==> src/hw/ebsc_pkg.sv <==
/*
  constants for the event buffer status and control block: register
  offsets, field positions, reset values and instruction codes.
  assumes a 5-bit instruction address and 20-bit register data.
*/
package ebsc_pkg;
  localparam int ADDR_W = 5;
  localparam int DATA_W = 20;
  localparam int NCHAN  = 16;
  localparam int BUFFER_COUNT_SELECT_MAX = 8;

  // register offsets
  localparam logic [4:0] OFS_DATAPATH_CFG  = 5'h0c;
  localparam logic [4:0] OFS_PED_ADDR      = 5'h0d;
  localparam logic [4:0] OFS_BASELINE_THR  = 5'h0e;
  localparam logic [4:0] OFS_ERR_STATE     = 5'h10;
  localparam logic [4:0] OFS_TRIG_COUNT    = 5'h12;
  localparam logic [4:0] OFS_CHAN_MAP      = 5'h17;
  // command codes
  localparam logic [4:0] CMD_WPTR_ADVANCE  = 5'h18;
  localparam logic [4:0] CMD_RPTR_ADVANCE  = 5'h19;
  localparam logic [4:0] CMD_CHAN_READOUT  = 5'h1a;
  localparam logic [4:0] CMD_SOFT_TRIGGER  = 5'h1b;
  localparam logic [4:0] CMD_CLEAR_COUNT   = 5'h1c;
  localparam logic [4:0] CMD_CLEAR_ERRORS  = 5'h1d;

  // status register fields
  localparam int ST_RD_PTR_LSB   = 0;
  localparam int ST_WR_PTR_LSB   = 3;
  localparam int ST_FREE_LSB     = 6;
  localparam int ST_FULL_BIT     = 10;
  localparam int ST_EMPTY_BIT    = 11;
  localparam int ST_ERR_LSB      = 12;
  localparam int ERR_PARITY      = 0;
  localparam int ERR_INSTR       = 1;
  localparam int ERR_TRIG_OVL    = 2;
  localparam int ERR_BUF_SEU1    = 3;
  localparam int ERR_BUF_SEU2    = 4;
  localparam int ERR_IF_SEU1     = 5;
  localparam int ERR_IF_SEU2     = 6;
  localparam int ERR_NO_DATA     = 7;

  // datapath configuration field
  localparam int CFG_BUF_SEL_BIT = 4;

  // reset values
  localparam logic [9:0]  RST_PED_ADDR     = 10'h000;
  localparam logic [13:0] RST_BASELINE_THR = 14'h0000;
  localparam logic [15:0] RST_TRIG_COUNT   = 16'h0000;
  localparam logic        RST_BUF_SEL      = 1'b0;

  typedef enum logic [1:0] {
    RO_IDLE,
    RO_XFER,
    RO_HOLD
  } ebsc_ro_e;
endpackage

==> src/hw/ebsc_event_buffer_ctrl.sv <==
/*
  event buffer status and control: error and status register,
  first-level trigger counter, pedestal address, baseline thresholds,
  channel occupancy map and the buffer commands.
  assumes the instruction port, datapath signals and upset reports
  share i_core_clk; only the trigger pin is asynchronous.
*/
// Decided for this implementation: the plain strobed port.
`timescale 1ns/1ps
module ebsc_event_buffer_ctrl (
  input  wire logic                        i_core_clk,
  input  wire logic                        i_arst_n,
  input  wire logic                        i_ce,
  input  wire logic [ebsc_pkg::ADDR_W-1:0] i_addr,
  input  wire logic [ebsc_pkg::DATA_W-1:0] i_wdata,
  input  wire logic                        i_wr,
  input  wire logic                        i_rd,
  input  wire logic                        i_bcast,
  input  wire logic                        i_parity,
  input  wire logic                        i_trig_pin,
  input  wire logic                        i_proc_window,
  input  wire logic [ebsc_pkg::NCHAN-1:0]  i_chan_nonzero,
  input  wire logic                        i_readout_done,
  input  wire logic                        i_buf_fsm_single_upset,
  input  wire logic                        i_buf_fsm_double_upset,
  input  wire logic                        i_if_single_upset,
  input  wire logic                        i_if_double_upset,
  output logic      [ebsc_pkg::DATA_W-1:0] o_rdata,
  output logic                             o_trig_accept,
  output logic                             o_transfer_active,
  output logic      [3:0]                  o_readout_chan,
  output logic      [2:0]                  o_write_ptr,
  output logic      [9:0]                  o_ped_addr,
  output logic      [13:0]                 o_baseline_thr,
  output logic                             o_buf_count_select
);
  import ebsc_pkg::*;

  typedef struct packed {
    logic [DATA_W-1:0]            rdata;
    logic                         trig_sync1;
    logic                         trig_sync2;
    logic                         trig_prev;
    logic                         trig_accept;
    logic [9:0]                   ped_addr;
    logic [13:0]                  baseline_thr;
    logic                         buf_sel;
    logic [15:0]                  trig_count;
    logic [7:0]                   errors;
    logic [2:0]                   wr_ptr;
    logic [2:0]                   rd_ptr;
    logic [3:0]                   used;
    logic [BUFFER_COUNT_SELECT_MAX-1:0][NCHAN-1:0] occupancy;
    ebsc_ro_e                     ro_state;
    logic [3:0]                   ro_chan;
    logic                         xfer_active;
  } ebsc_state_s;

  ebsc_state_s st_reg;
  ebsc_state_s st_next;

  // buffer count for the selected mode
  function automatic logic [3:0] ebsc_depth(input logic sel);
    ebsc_depth = sel ? 4'h8 : 4'h4;
  endfunction

  // pointer step: even slots only in four-buffer mode
  function automatic logic [2:0] ebsc_step(input logic sel);
    ebsc_step = sel ? 3'h1 : 3'h2;
  endfunction

  // whether an address may be broadcast
  function automatic logic ebsc_bcast_ok(input logic [4:0] a);
    ebsc_bcast_ok = (a == OFS_DATAPATH_CFG) || (a == OFS_PED_ADDR) ||
                    (a == CMD_WPTR_ADVANCE) || (a == CMD_RPTR_ADVANCE) ||
                    (a == CMD_SOFT_TRIGGER) || (a == CMD_CLEAR_COUNT) ||
                    (a == CMD_CLEAR_ERRORS);
  endfunction

  logic        full;
  logic        empty;
  logic [3:0]  free_cnt;
  logic [19:0] status_word;

  always_comb
  begin
    full     = (st_reg.used == ebsc_depth(st_reg.buf_sel));
    empty    = (st_reg.used == 4'h0);
    free_cnt = ebsc_depth(st_reg.buf_sel) - st_reg.used;
    status_word = '0;
    status_word[ST_RD_PTR_LSB +: 3] = st_reg.rd_ptr;
    status_word[ST_WR_PTR_LSB +: 3] = st_reg.wr_ptr;
    status_word[ST_FREE_LSB +: 4]   = free_cnt;
    status_word[ST_FULL_BIT]        = full;
    status_word[ST_EMPTY_BIT]       = empty;
    status_word[ST_ERR_LSB +: 8]    = st_reg.errors;
  end

  logic       acc;
  logic       parity_bad;
  logic       illegal;
  logic       do_wr;
  logic       trig_edge;
  logic       soft_trig;
  logic       any_trig;
  logic       wp_adv;
  logic       rp_adv;
  logic       ro_cmd;
  logic [7:0] err_set;
  logic [2:0] step;

  always_comb
  begin
    st_next    = st_reg;
    step       = ebsc_step(st_reg.buf_sel);
    acc        = i_wr || i_rd;
    parity_bad = acc && ((^{i_addr, i_wdata, i_bcast}) != i_parity);
    illegal    = 1'b0;
    do_wr      = 1'b0;
    wp_adv     = 1'b0;
    rp_adv     = 1'b0;
    ro_cmd     = 1'b0;
    soft_trig  = 1'b0;
    err_set    = 8'h00;
    st_next.trig_accept = 1'b0;
    st_next.rdata       = '0;

    // trigger pin synchroniser and edge detect
    st_next.trig_sync1 = i_trig_pin;
    st_next.trig_sync2 = st_reg.trig_sync1;
    st_next.trig_prev  = st_reg.trig_sync2;
    trig_edge = st_reg.trig_sync2 && !st_reg.trig_prev;

    // instruction decode
    if (acc && !parity_bad)
    begin
      if (i_bcast && (i_rd || !ebsc_bcast_ok(i_addr)))
        illegal = 1'b1;
      else if (i_rd)
      begin
        unique case (i_addr)
          OFS_DATAPATH_CFG:
            st_next.rdata[CFG_BUF_SEL_BIT] = st_reg.buf_sel;
          OFS_PED_ADDR:     st_next.rdata[9:0]  = st_reg.ped_addr;
          OFS_BASELINE_THR: st_next.rdata[13:0] = st_reg.baseline_thr;
          OFS_ERR_STATE:    st_next.rdata = status_word;
          OFS_TRIG_COUNT:   st_next.rdata[15:0] = st_reg.trig_count;
          OFS_CHAN_MAP:
            st_next.rdata[15:0] = st_reg.occupancy[st_reg.rd_ptr];
          default:          illegal = 1'b1;
        endcase
      end
      else
      begin
        do_wr = 1'b1;
        unique case (i_addr)
          OFS_DATAPATH_CFG:
            st_next.buf_sel = i_wdata[CFG_BUF_SEL_BIT];
          OFS_PED_ADDR:     st_next.ped_addr = i_wdata[9:0];
          OFS_BASELINE_THR: st_next.baseline_thr = i_wdata[13:0];
          CMD_WPTR_ADVANCE: wp_adv = 1'b1;
          CMD_RPTR_ADVANCE: rp_adv = 1'b1;
          CMD_CHAN_READOUT: ro_cmd = 1'b1;
          CMD_SOFT_TRIGGER: soft_trig = 1'b1;
          CMD_CLEAR_COUNT:  st_next.trig_count = RST_TRIG_COUNT;
          CMD_CLEAR_ERRORS: st_next.errors = 8'h00;
          default:          illegal = 1'b1;
        endcase
      end
    end
    // writes other than a readout command during a readout still execute but raise the instruction error
    if (st_reg.ro_state != RO_IDLE && acc && do_wr && !ro_cmd)
      illegal = 1'b1;

    // first-level trigger handling
    any_trig = trig_edge || soft_trig;
    if (any_trig)
    begin
      st_next.trig_count = st_next.trig_count + 16'h0001;
      if (i_proc_window)
        err_set[ERR_TRIG_OVL] = 1'b1;
      if (!full)
        st_next.trig_accept = 1'b1;
    end

    // buffer pointers
    if (wp_adv && !full)
    begin
      st_next.occupancy[st_reg.wr_ptr] = i_chan_nonzero;
      st_next.wr_ptr = st_reg.wr_ptr + step;
    end
    if (rp_adv && !empty)
      st_next.rd_ptr = st_reg.rd_ptr + step;
    st_next.used = st_reg.used + {3'h0, wp_adv && !full}
                 - {3'h0, rp_adv && !empty};

    // channel readout machine
    unique case (st_reg.ro_state)
      RO_IDLE:
        if (ro_cmd)
        begin
          if (empty)
            err_set[ERR_NO_DATA] = 1'b1;
          else
          begin
            st_next.ro_state = RO_XFER;
            st_next.ro_chan  = i_wdata[3:0];
          end
        end
      RO_XFER:
        if (i_readout_done)
          st_next.ro_state = RO_IDLE;
        else if (any_trig && !full)
          st_next.ro_state = RO_HOLD;
      RO_HOLD:
        if (!i_proc_window && !st_reg.trig_accept)
          st_next.ro_state = RO_XFER;
      // unused code of the two-bit state falls back to idle
      default:
        st_next.ro_state = RO_IDLE;
    endcase
    if (i_if_double_upset)
      st_next.ro_state = RO_IDLE;
    st_next.xfer_active = (st_next.ro_state == RO_XFER);

    // buffer machine double upset drops to a clean empty state
    if (i_buf_fsm_double_upset)
    begin
      st_next.wr_ptr = 3'h0;
      st_next.rd_ptr = 3'h0;
      st_next.used   = 4'h0;
    end

    // mode change restarts pointers on a legal grid
    if (do_wr && i_addr == OFS_DATAPATH_CFG &&
        i_wdata[CFG_BUF_SEL_BIT] != st_reg.buf_sel)
    begin
      st_next.wr_ptr = 3'h0;
      st_next.rd_ptr = 3'h0;
      st_next.used   = 4'h0;
    end

    err_set[ERR_PARITY]   = parity_bad;
    err_set[ERR_INSTR]    = illegal;
    err_set[ERR_BUF_SEU1] = i_buf_fsm_single_upset;
    err_set[ERR_BUF_SEU2] = i_buf_fsm_double_upset;
    err_set[ERR_IF_SEU1]  = i_if_single_upset;
    err_set[ERR_IF_SEU2]  = i_if_double_upset;
    // set wins over clear in the same cycle
    st_next.errors = st_next.errors | err_set;
  end

  always_ff @(posedge i_core_clk or negedge i_arst_n)
  begin
    if (!i_arst_n)
    begin
      st_reg              <= '0;
      st_reg.ped_addr     <= RST_PED_ADDR;
      st_reg.baseline_thr <= RST_BASELINE_THR;
      st_reg.buf_sel      <= RST_BUF_SEL;
      st_reg.trig_count   <= RST_TRIG_COUNT;
      st_reg.errors       <= 8'h00;
      st_reg.ro_state     <= RO_IDLE;
    end
    else if (i_ce)
      st_reg <= st_next;
  end

  always_comb
  begin
    o_rdata            = st_reg.rdata;
    o_trig_accept      = st_reg.trig_accept;
    o_transfer_active  = st_reg.xfer_active;
    o_readout_chan     = st_reg.ro_chan;
    o_write_ptr        = st_reg.wr_ptr;
    o_ped_addr         = st_reg.ped_addr;
    o_baseline_thr     = st_reg.baseline_thr;
    o_buf_count_select = st_reg.buf_sel;
  end
endmodule

==> config.mk <==
export PLATFORM = sky130hd
export DESIGN_NAME = ebsc_event_buffer_ctrl
export DESIGN_NICKNAME = d
export VERILOG_FILES = /design/src/hw/ebsc_pkg.sv /design/src/hw/ebsc_event_buffer_ctrl.sv
export SDC_FILE = /design/constraint.sdc
export NUM_CORES = 1
export LEC_CHECK = 0
export ABC_CLOCK_PERIOD_IN_PS = 3400
export BUFFER_PORTS_ARGS = -buffer_cell sky130_fd_sc_hd__buf_2
export CAP_MARGIN = 20
export CORE_ASPECT_RATIO = 1.75
export CORE_MARGIN = 5
export CORE_UTILIZATION = 60
export CTS_BUF_LIST = sky130_fd_sc_hd__clkbuf_8
export DETAILED_ROUTE_END_ITERATION = 8
export GPL_TIMING_DRIVEN = 0
export PLACE_DENSITY = 0.81
export SETUP_SLACK_MARGIN = 0.15
export SYNTH_ARGS = -nofsm -noshare
export SYNTH_HDL_FRONTEND = slang
export SYNTH_SLANG_ARGS = --single-unit
==> constraint.sdc <==
create_clock -name i_core_clk -period 3.4 [get_ports i_core_clk]
set_input_delay 0.34 -clock i_core_clk [delete_from_list [all_inputs] [get_ports i_core_clk]]
set_output_delay 0.34 -clock i_core_clk [all_outputs]
set_load 0.05 [all_outputs]
Word level (Yosys, flattened, before mapping)

Cells that the tools add are included.

Bits in read-only memories: 0
Bits in latches: 0
Memories: 0
Input bits: 55
Output and inout bits: 54
Bits in registers: 218
Word-level logic and storage cells: 166
Memory bits (writable): 0

Shifts and indexed selects: 0
Muxes and demuxes: 65
Bitwise operators: 4
Divide/modulo/power cells: 0
Reductions and logical operators: 46
$add $sub $neg: 6
Magnitude comparators: 3
Eq/ne operators: 18
Multiply operators: 0

Operator list:

| kind                    | number |
|---|---|
| $bwmux W128             | 1 |
| $mux W24                | 3 |
| $mux W16                | 4 |
| $mux W20                | 3 |
| $bmux W16 S3            | 1 |
| $demux W16 S3           | 1 |
| $eq A5 B5 Y1 const B    | 9 |
| $mux W1                 | 32 |
| $reduce_xor A26 Y1      | 1 |
| $pmux W5 S5             | 1 |
| $mux W10                | 2 |
| $pmux W4 S5             | 1 |
| $add A16 B1 Y16 const B | 1 |
| $pmux W4 S4             | 1 |
| $eq A5 B4 Y1 const B    | 3 |
| $reduce_and A5 Y1       | 3 |
| $logic_and A1 B1 Y1     | 14 |
| $mux W6                 | 2 |
| $pmux W2 S3             | 2 |
| $mux W2                 | 5 |
| $logic_or A1 B1 Y1      | 9 |
| $reduce_or A9 Y1        | 1 |
| $logic_not A1 Y1        | 8 |
| $lt A3 B4 Y1 const B    | 2 |
| other kinds (22)        | 32 |

Depth between registers and ports, before layout

Depth in word-level cells: 19
Mapped depth: 15
Depth with buffers taken out: 14

Worst setup path after synthesis

OpenSTA, ideal clock, no wires.

Path kind: register -> register
Start: register st_reg, in the netlist o_buf_count_select
End: register st_reg[137] (netlist bit)
Path slack: 53 ps
Buffers on the path: 1
Required time: 3265 ps
Arrival: 3212 ps
Stages on the path, launching flop included: 14
Cells stage by stage: dfrtp_1 inv_1 ha_1 and3_1 clkbuf_1 nor4_1 nand3_1 ha_1 inv_1 ha_1 fa_1 xor2_1 nand3_1 o21ai_0

Cells in the longest elaborated chain, start to end: 8

RTL lines:

| item                     | RTL line                      | RTL |
|---|---|---|
| start: declaration       | ebsc_event_buffer_ctrl.sv:59  | `ebsc_state_s st_reg;` |
| start signal: assignment | ebsc_event_buffer_ctrl.sv:266 | `st_reg <= st_next;` |
| $mux W4                  | ebsc_event_buffer_ctrl.sv:64  | `ebsc_depth = sel ? 4'h8 : 4'h4;` |
| $eq A4 B4 Y1             | ebsc_event_buffer_ctrl.sv:87  | `full = (st_reg.used == ebsc_depth(st_reg.buf_sel));` |
| $logic_not A1 Y1         | ebsc_event_buffer_ctrl.sv:194 | `st_next.used = st_reg.used + {3'h0, wp_adv && !full}` |
| $logic_and A1 B1 Y1      | ebsc_event_buffer_ctrl.sv:194 |  |
| $add A4 B1 Y4            | ebsc_event_buffer_ctrl.sv:194 |  |
| $sub A4 B1 Y4            | ebsc_event_buffer_ctrl.sv:195 | `- {3'h0, rp_adv && !empty};` |
| $mux W10                 | ebsc_event_buffer_ctrl.sv:227 | `if (i_buf_fsm_double_upset)` |
| $mux W10 *               | ebsc_event_buffer_ctrl.sv:235 | `if (do_wr && i_addr == OFS_DATAPATH_CFG &&` |

Every way passes the cells marked *; elsewhere a longest branch is shown, timed or not.
A chain may end at the register's enable or synchronous reset.

Worst setup path in the final report

Start: register st_reg, in the netlist o_buf_count_select
End: register st_reg[70] (netlist bit)

Cells in the longest elaborated chain, start to end: 5

RTL lines:

| item                               | RTL line                      | RTL |
|---|---|---|
| $mux W4                            | ebsc_event_buffer_ctrl.sv:64  |  |
| $eq A4 B4 Y1                       | ebsc_event_buffer_ctrl.sv:87  |  |
| $logic_not A1 Y1                   | ebsc_event_buffer_ctrl.sv:187 | `if (wp_adv && !full)` |
| $logic_and A1 B1 Y1                | ebsc_event_buffer_ctrl.sv:187 |  |
| $reduce_and A2 Y1 (no source line) | --                            |  |

Every way passes these cells.

==> results by group <==
Outcome
  – Status: completed

Place
  – Post-DP HPWL: approximately 21 mm
  – Placed cells: 1,214
  – Routability cong.: 0.954
  – Port Buffers: 105

CTS
  – Worst-Skew Late Latency: between 500 and 600 ps
  – Clock Path Buffers: 3
  – CTS clock-pin slew for the worst setup and hold paths: 80 ps
  – Clk root buf: clkbuf_8
  – CTS sink count: ~220
  – CTS tree: built
  – H-tree lvl count: 1
  – Num CTS Buffers: 31

Die
  – Top Ports: 109
  – Initial Util: 0.607
  – Die height: roughly 190 µm
  – Die area: 0.0218 mm²
  – Row count: between 60 and 70
  – Core Area: 0.0186 mm²
  – Die W: between 100 and 150 µm

Logic synthesis
  – Yosys warns: 0
  – Top cells by instance count after synthesis: dfrtp_1, mux2_2, buf_4
  – Cells after Synth: between 800 and 900
  – Synth top area cells: dfrtp_1, mux2_2, mux4_2, mux2_4, buf_4
  – Share of flip-flops with an asynchronous set or reset: 1.00
  – Mapped cell area: 0.0113 mm²
  – Flops & latches, synth: 218
  – Post-synthesis sequential area ratio: 0.483
  – Leading area contributor after synthesis: dfrtp_1
  – Syn_area_per_cell: roughly 13 µm²
  – Top FF cell, synth: dfrtp_1
  – Most frequent cell after synthesis: dfrtp_1
  – Number of synthesized flops with an enable pin: 0
  – Synth cell types: just over 60
  – Synth top area share: 0.483
  – Syn nets: about 940

Setup path
  – Reg-to-Reg Start: o_buf_count_select
  – CP Launch Type: flip-flop
  – Crit Path Max Fanout: 10
  – R2R Setup Slk: 230 ps
  – CP required: slightly below 4000 ps
  – FF-to-FF End: st_reg[70]
  – Crit path DAT: around 3600 ps
  – CP max stage delay: about 500 ps
  – Cells on worst reg2reg path: 9
  – Crit Path Class: flip-flop to flip-flop
  – Crit path buf inv count: 3
  – Crit path max-delay family: simple AND/OR/NAND/NOR gates
  – CP Cell Sequence: buf_4 -> xnor2_1 -> and3_1 -> clkbuf_1 -> nor4_4 -> nand2_1 -> nor3_4 -> buf_2 -> mux2_2
  – Slowest-stage cell, CP: nor3_4
  – CP Capture Type: flip-flop

Min path
  – Hold EP: st_reg[147]
  – Worst min path class: input port to flip-flop
  – Worst hold stages: 2
  – Hold path startpoint: i_proc_window

Power
  – Sw Pwr: between 1.5 and 2 mW
  – Switching Share: 0.302
  – Pwr dens: roughly 450 mW/mm²
  – VDD IR max: roughly 0.30 mV
  – Comb pwr share: 0.178
  – Share of power burned in registers: 0.484
  – Pleak: about 6.5 nW
  – Clock power frac: 0.338
  – Internal: 4.07 mW

Global routing
  – Gr usage total: 0.272
  – Pin count of the biggest net entering global routing: between 100 and 150
  – Vias in the first global route: about 8,600
  – First-pass GRT wire length: approximately 46 mm
  – Initial antenna violation count: 1
  – Gr ovfl total: 0

Drt
  – Drt initial violations: roughly 520
  – Antenna-violating nets left: 0
  – Final WL: just under 30 mm
  – Routed WL per cell: between 20 and 25 µm
  – DRC: 0
  – Via density per instance: about 6.1
  – Via count: about 7,800
  – Pre-antenna DRT Iters: 7

Job
  – Max-Cap Viols: 0

Final layout
  – Fillcell total: roughly 1,400
  – Post-Layout Cell Count: 1,276
  – Max reg flops: between 150 and 200
  – # nets final: between 1,000 and 1,500
  – Share of post-route cells with drive strength above 1: 0.417
  – Synthesis-to-finish area growth: 14.0%

STA
  – Fmax: approximately 320 MHz
  – Slew margin rel.: 0.306
  – Unrepaired setup endpoints after global routing: false
  – Final setup fails: 0
  – Tmin final: 3170 ps
  – Final hold violation count: 0
  – Final slew viol count: 0
  – Clock Skews: 18.0 ps
  – Worst Tran Pin Value: between 1000 and 1500 ps
  – Fin Setup TNS: 0 ps
  – Fin crit share: 0.933
## layer usage
metal / GRT usage / part of all wire
met1: 0.300 / 0.35
met2: 0.482 / 0.53
met3: 0.0399 / 0.050
met4: 0.174 / 0.069
met5: 0 / 0
## power by group through the flow
stage	clock network [mW]	registers [mW]	logic, mW
floorplan	0	2.82	0.654
global placement	0	2.86	0.943
detailed placement	0	2.87	0.967
CTS	2.00	2.81	0.993
global route	2.11	2.82	1.11
finish	1.97	2.82	1.04
## cells in the final DEF, fill, tap and decap left out, types with 6 or more instances in the layout
cell	instances
a21oi_1	10
a221oi_1	11
a22o_1	16
and3_1	7
buf_2	113
buf_4	54
buf_6	8
clkbuf_1	28
clkbuf_8	37
dfrtp_1	217
dlygate4sd3_1	7
ha_1	10
inv_1	33
mux2_2	125
mux2_4	40
mux2i_1	21
mux4_2	32
nand2_1	40
nand3_1	15
nand4_1	6
nor2_1	22
nor3_1	14
nor4_1	9
o21ai_0	18
o22ai_1	7
o2bb2ai_1	8
xnor2_1	36
xor2_1	6
## how the worst max path moves through the flow
stage	slack, ps	startpoint	depth (start not counted)	endpoint
6_report	230	o_buf_count_select	9	st_reg[70]
5_1_grt	140	o_buf_count_select	14	st_reg[138]
4_1_cts	170	i_wdata[12]	15	st_reg[137]
3_5_place_dp	-200	i_addr[1]	14	st_reg[137]
3_3_place_gp	-2060	i_arst_n	1	o_buf_count_select
2_1_floorplan	220	i_addr[1]	14	st_reg[137]
## cell type report
type,count,area [µm²],area share
sequential,218,5460,0.424
clock buffer,37,509,0.0396
inverter,24,90.1,0.00700
antenna,1,2.50,0.000195
clock inverter,15,65.1,0.00506
multi-input combinational,525,5140,0.400
tap,238,298,0.0231
timing repair buffer,115,648,0.0504
buffer,103,656,0.0510
## metrics by stage
step	instance area, µm²	util	hold slack (ps)	power (mW)	setup slack, ps
5_1_grt	12900	0.692	4.14	6.04	141
3_3_place_gp	12100	0.652	467	3.81	-2060
6_report	12900	0.692	11.9	5.82	226
3_5_place_dp	12200	0.654	474	3.83	-200
2_1_floorplan	11300	-	44.4	3.48	220
4_1_cts	12800	0.690	1.51	5.81	174
## worst register-to-register path: cells and delay by family (launching register included)
kind	cells	cell delay, ps
buffers and inverters	3	860
AND/OR/NAND/NOR	4	1210
XOR/XNOR	1	170
flip-flops	1	430
multiplexers	1	390
## cells by family (layout without fill, tap and decap cells)
kind of cell | after synthesis | count (layout) | synth area share
flops | 218 | 218 | 0.483
xor+xnor | 44 | 44 | 0.0367
other cells | 0 | 1 | 0
compound gates | 102 | 102 | 0.0694
mux | 218 | 218 | 0.260
buf+inv | 127 | 294 | 0.0657
fa+ha+maj | 13 | 13 | 0.0164
simple gates | 148 | 148 | 0.0681
## timing repair
item                                    4_1_cts  5_1_grt
gates resized for setup                       4        8
endpoints found under the setup margin       43       20
endpoints found under the hold margin       121        0
pin swaps                                     0        1
setup buffers                                 1        1
hold buffers                                  7        0
(Power assumes the default switching activity.)
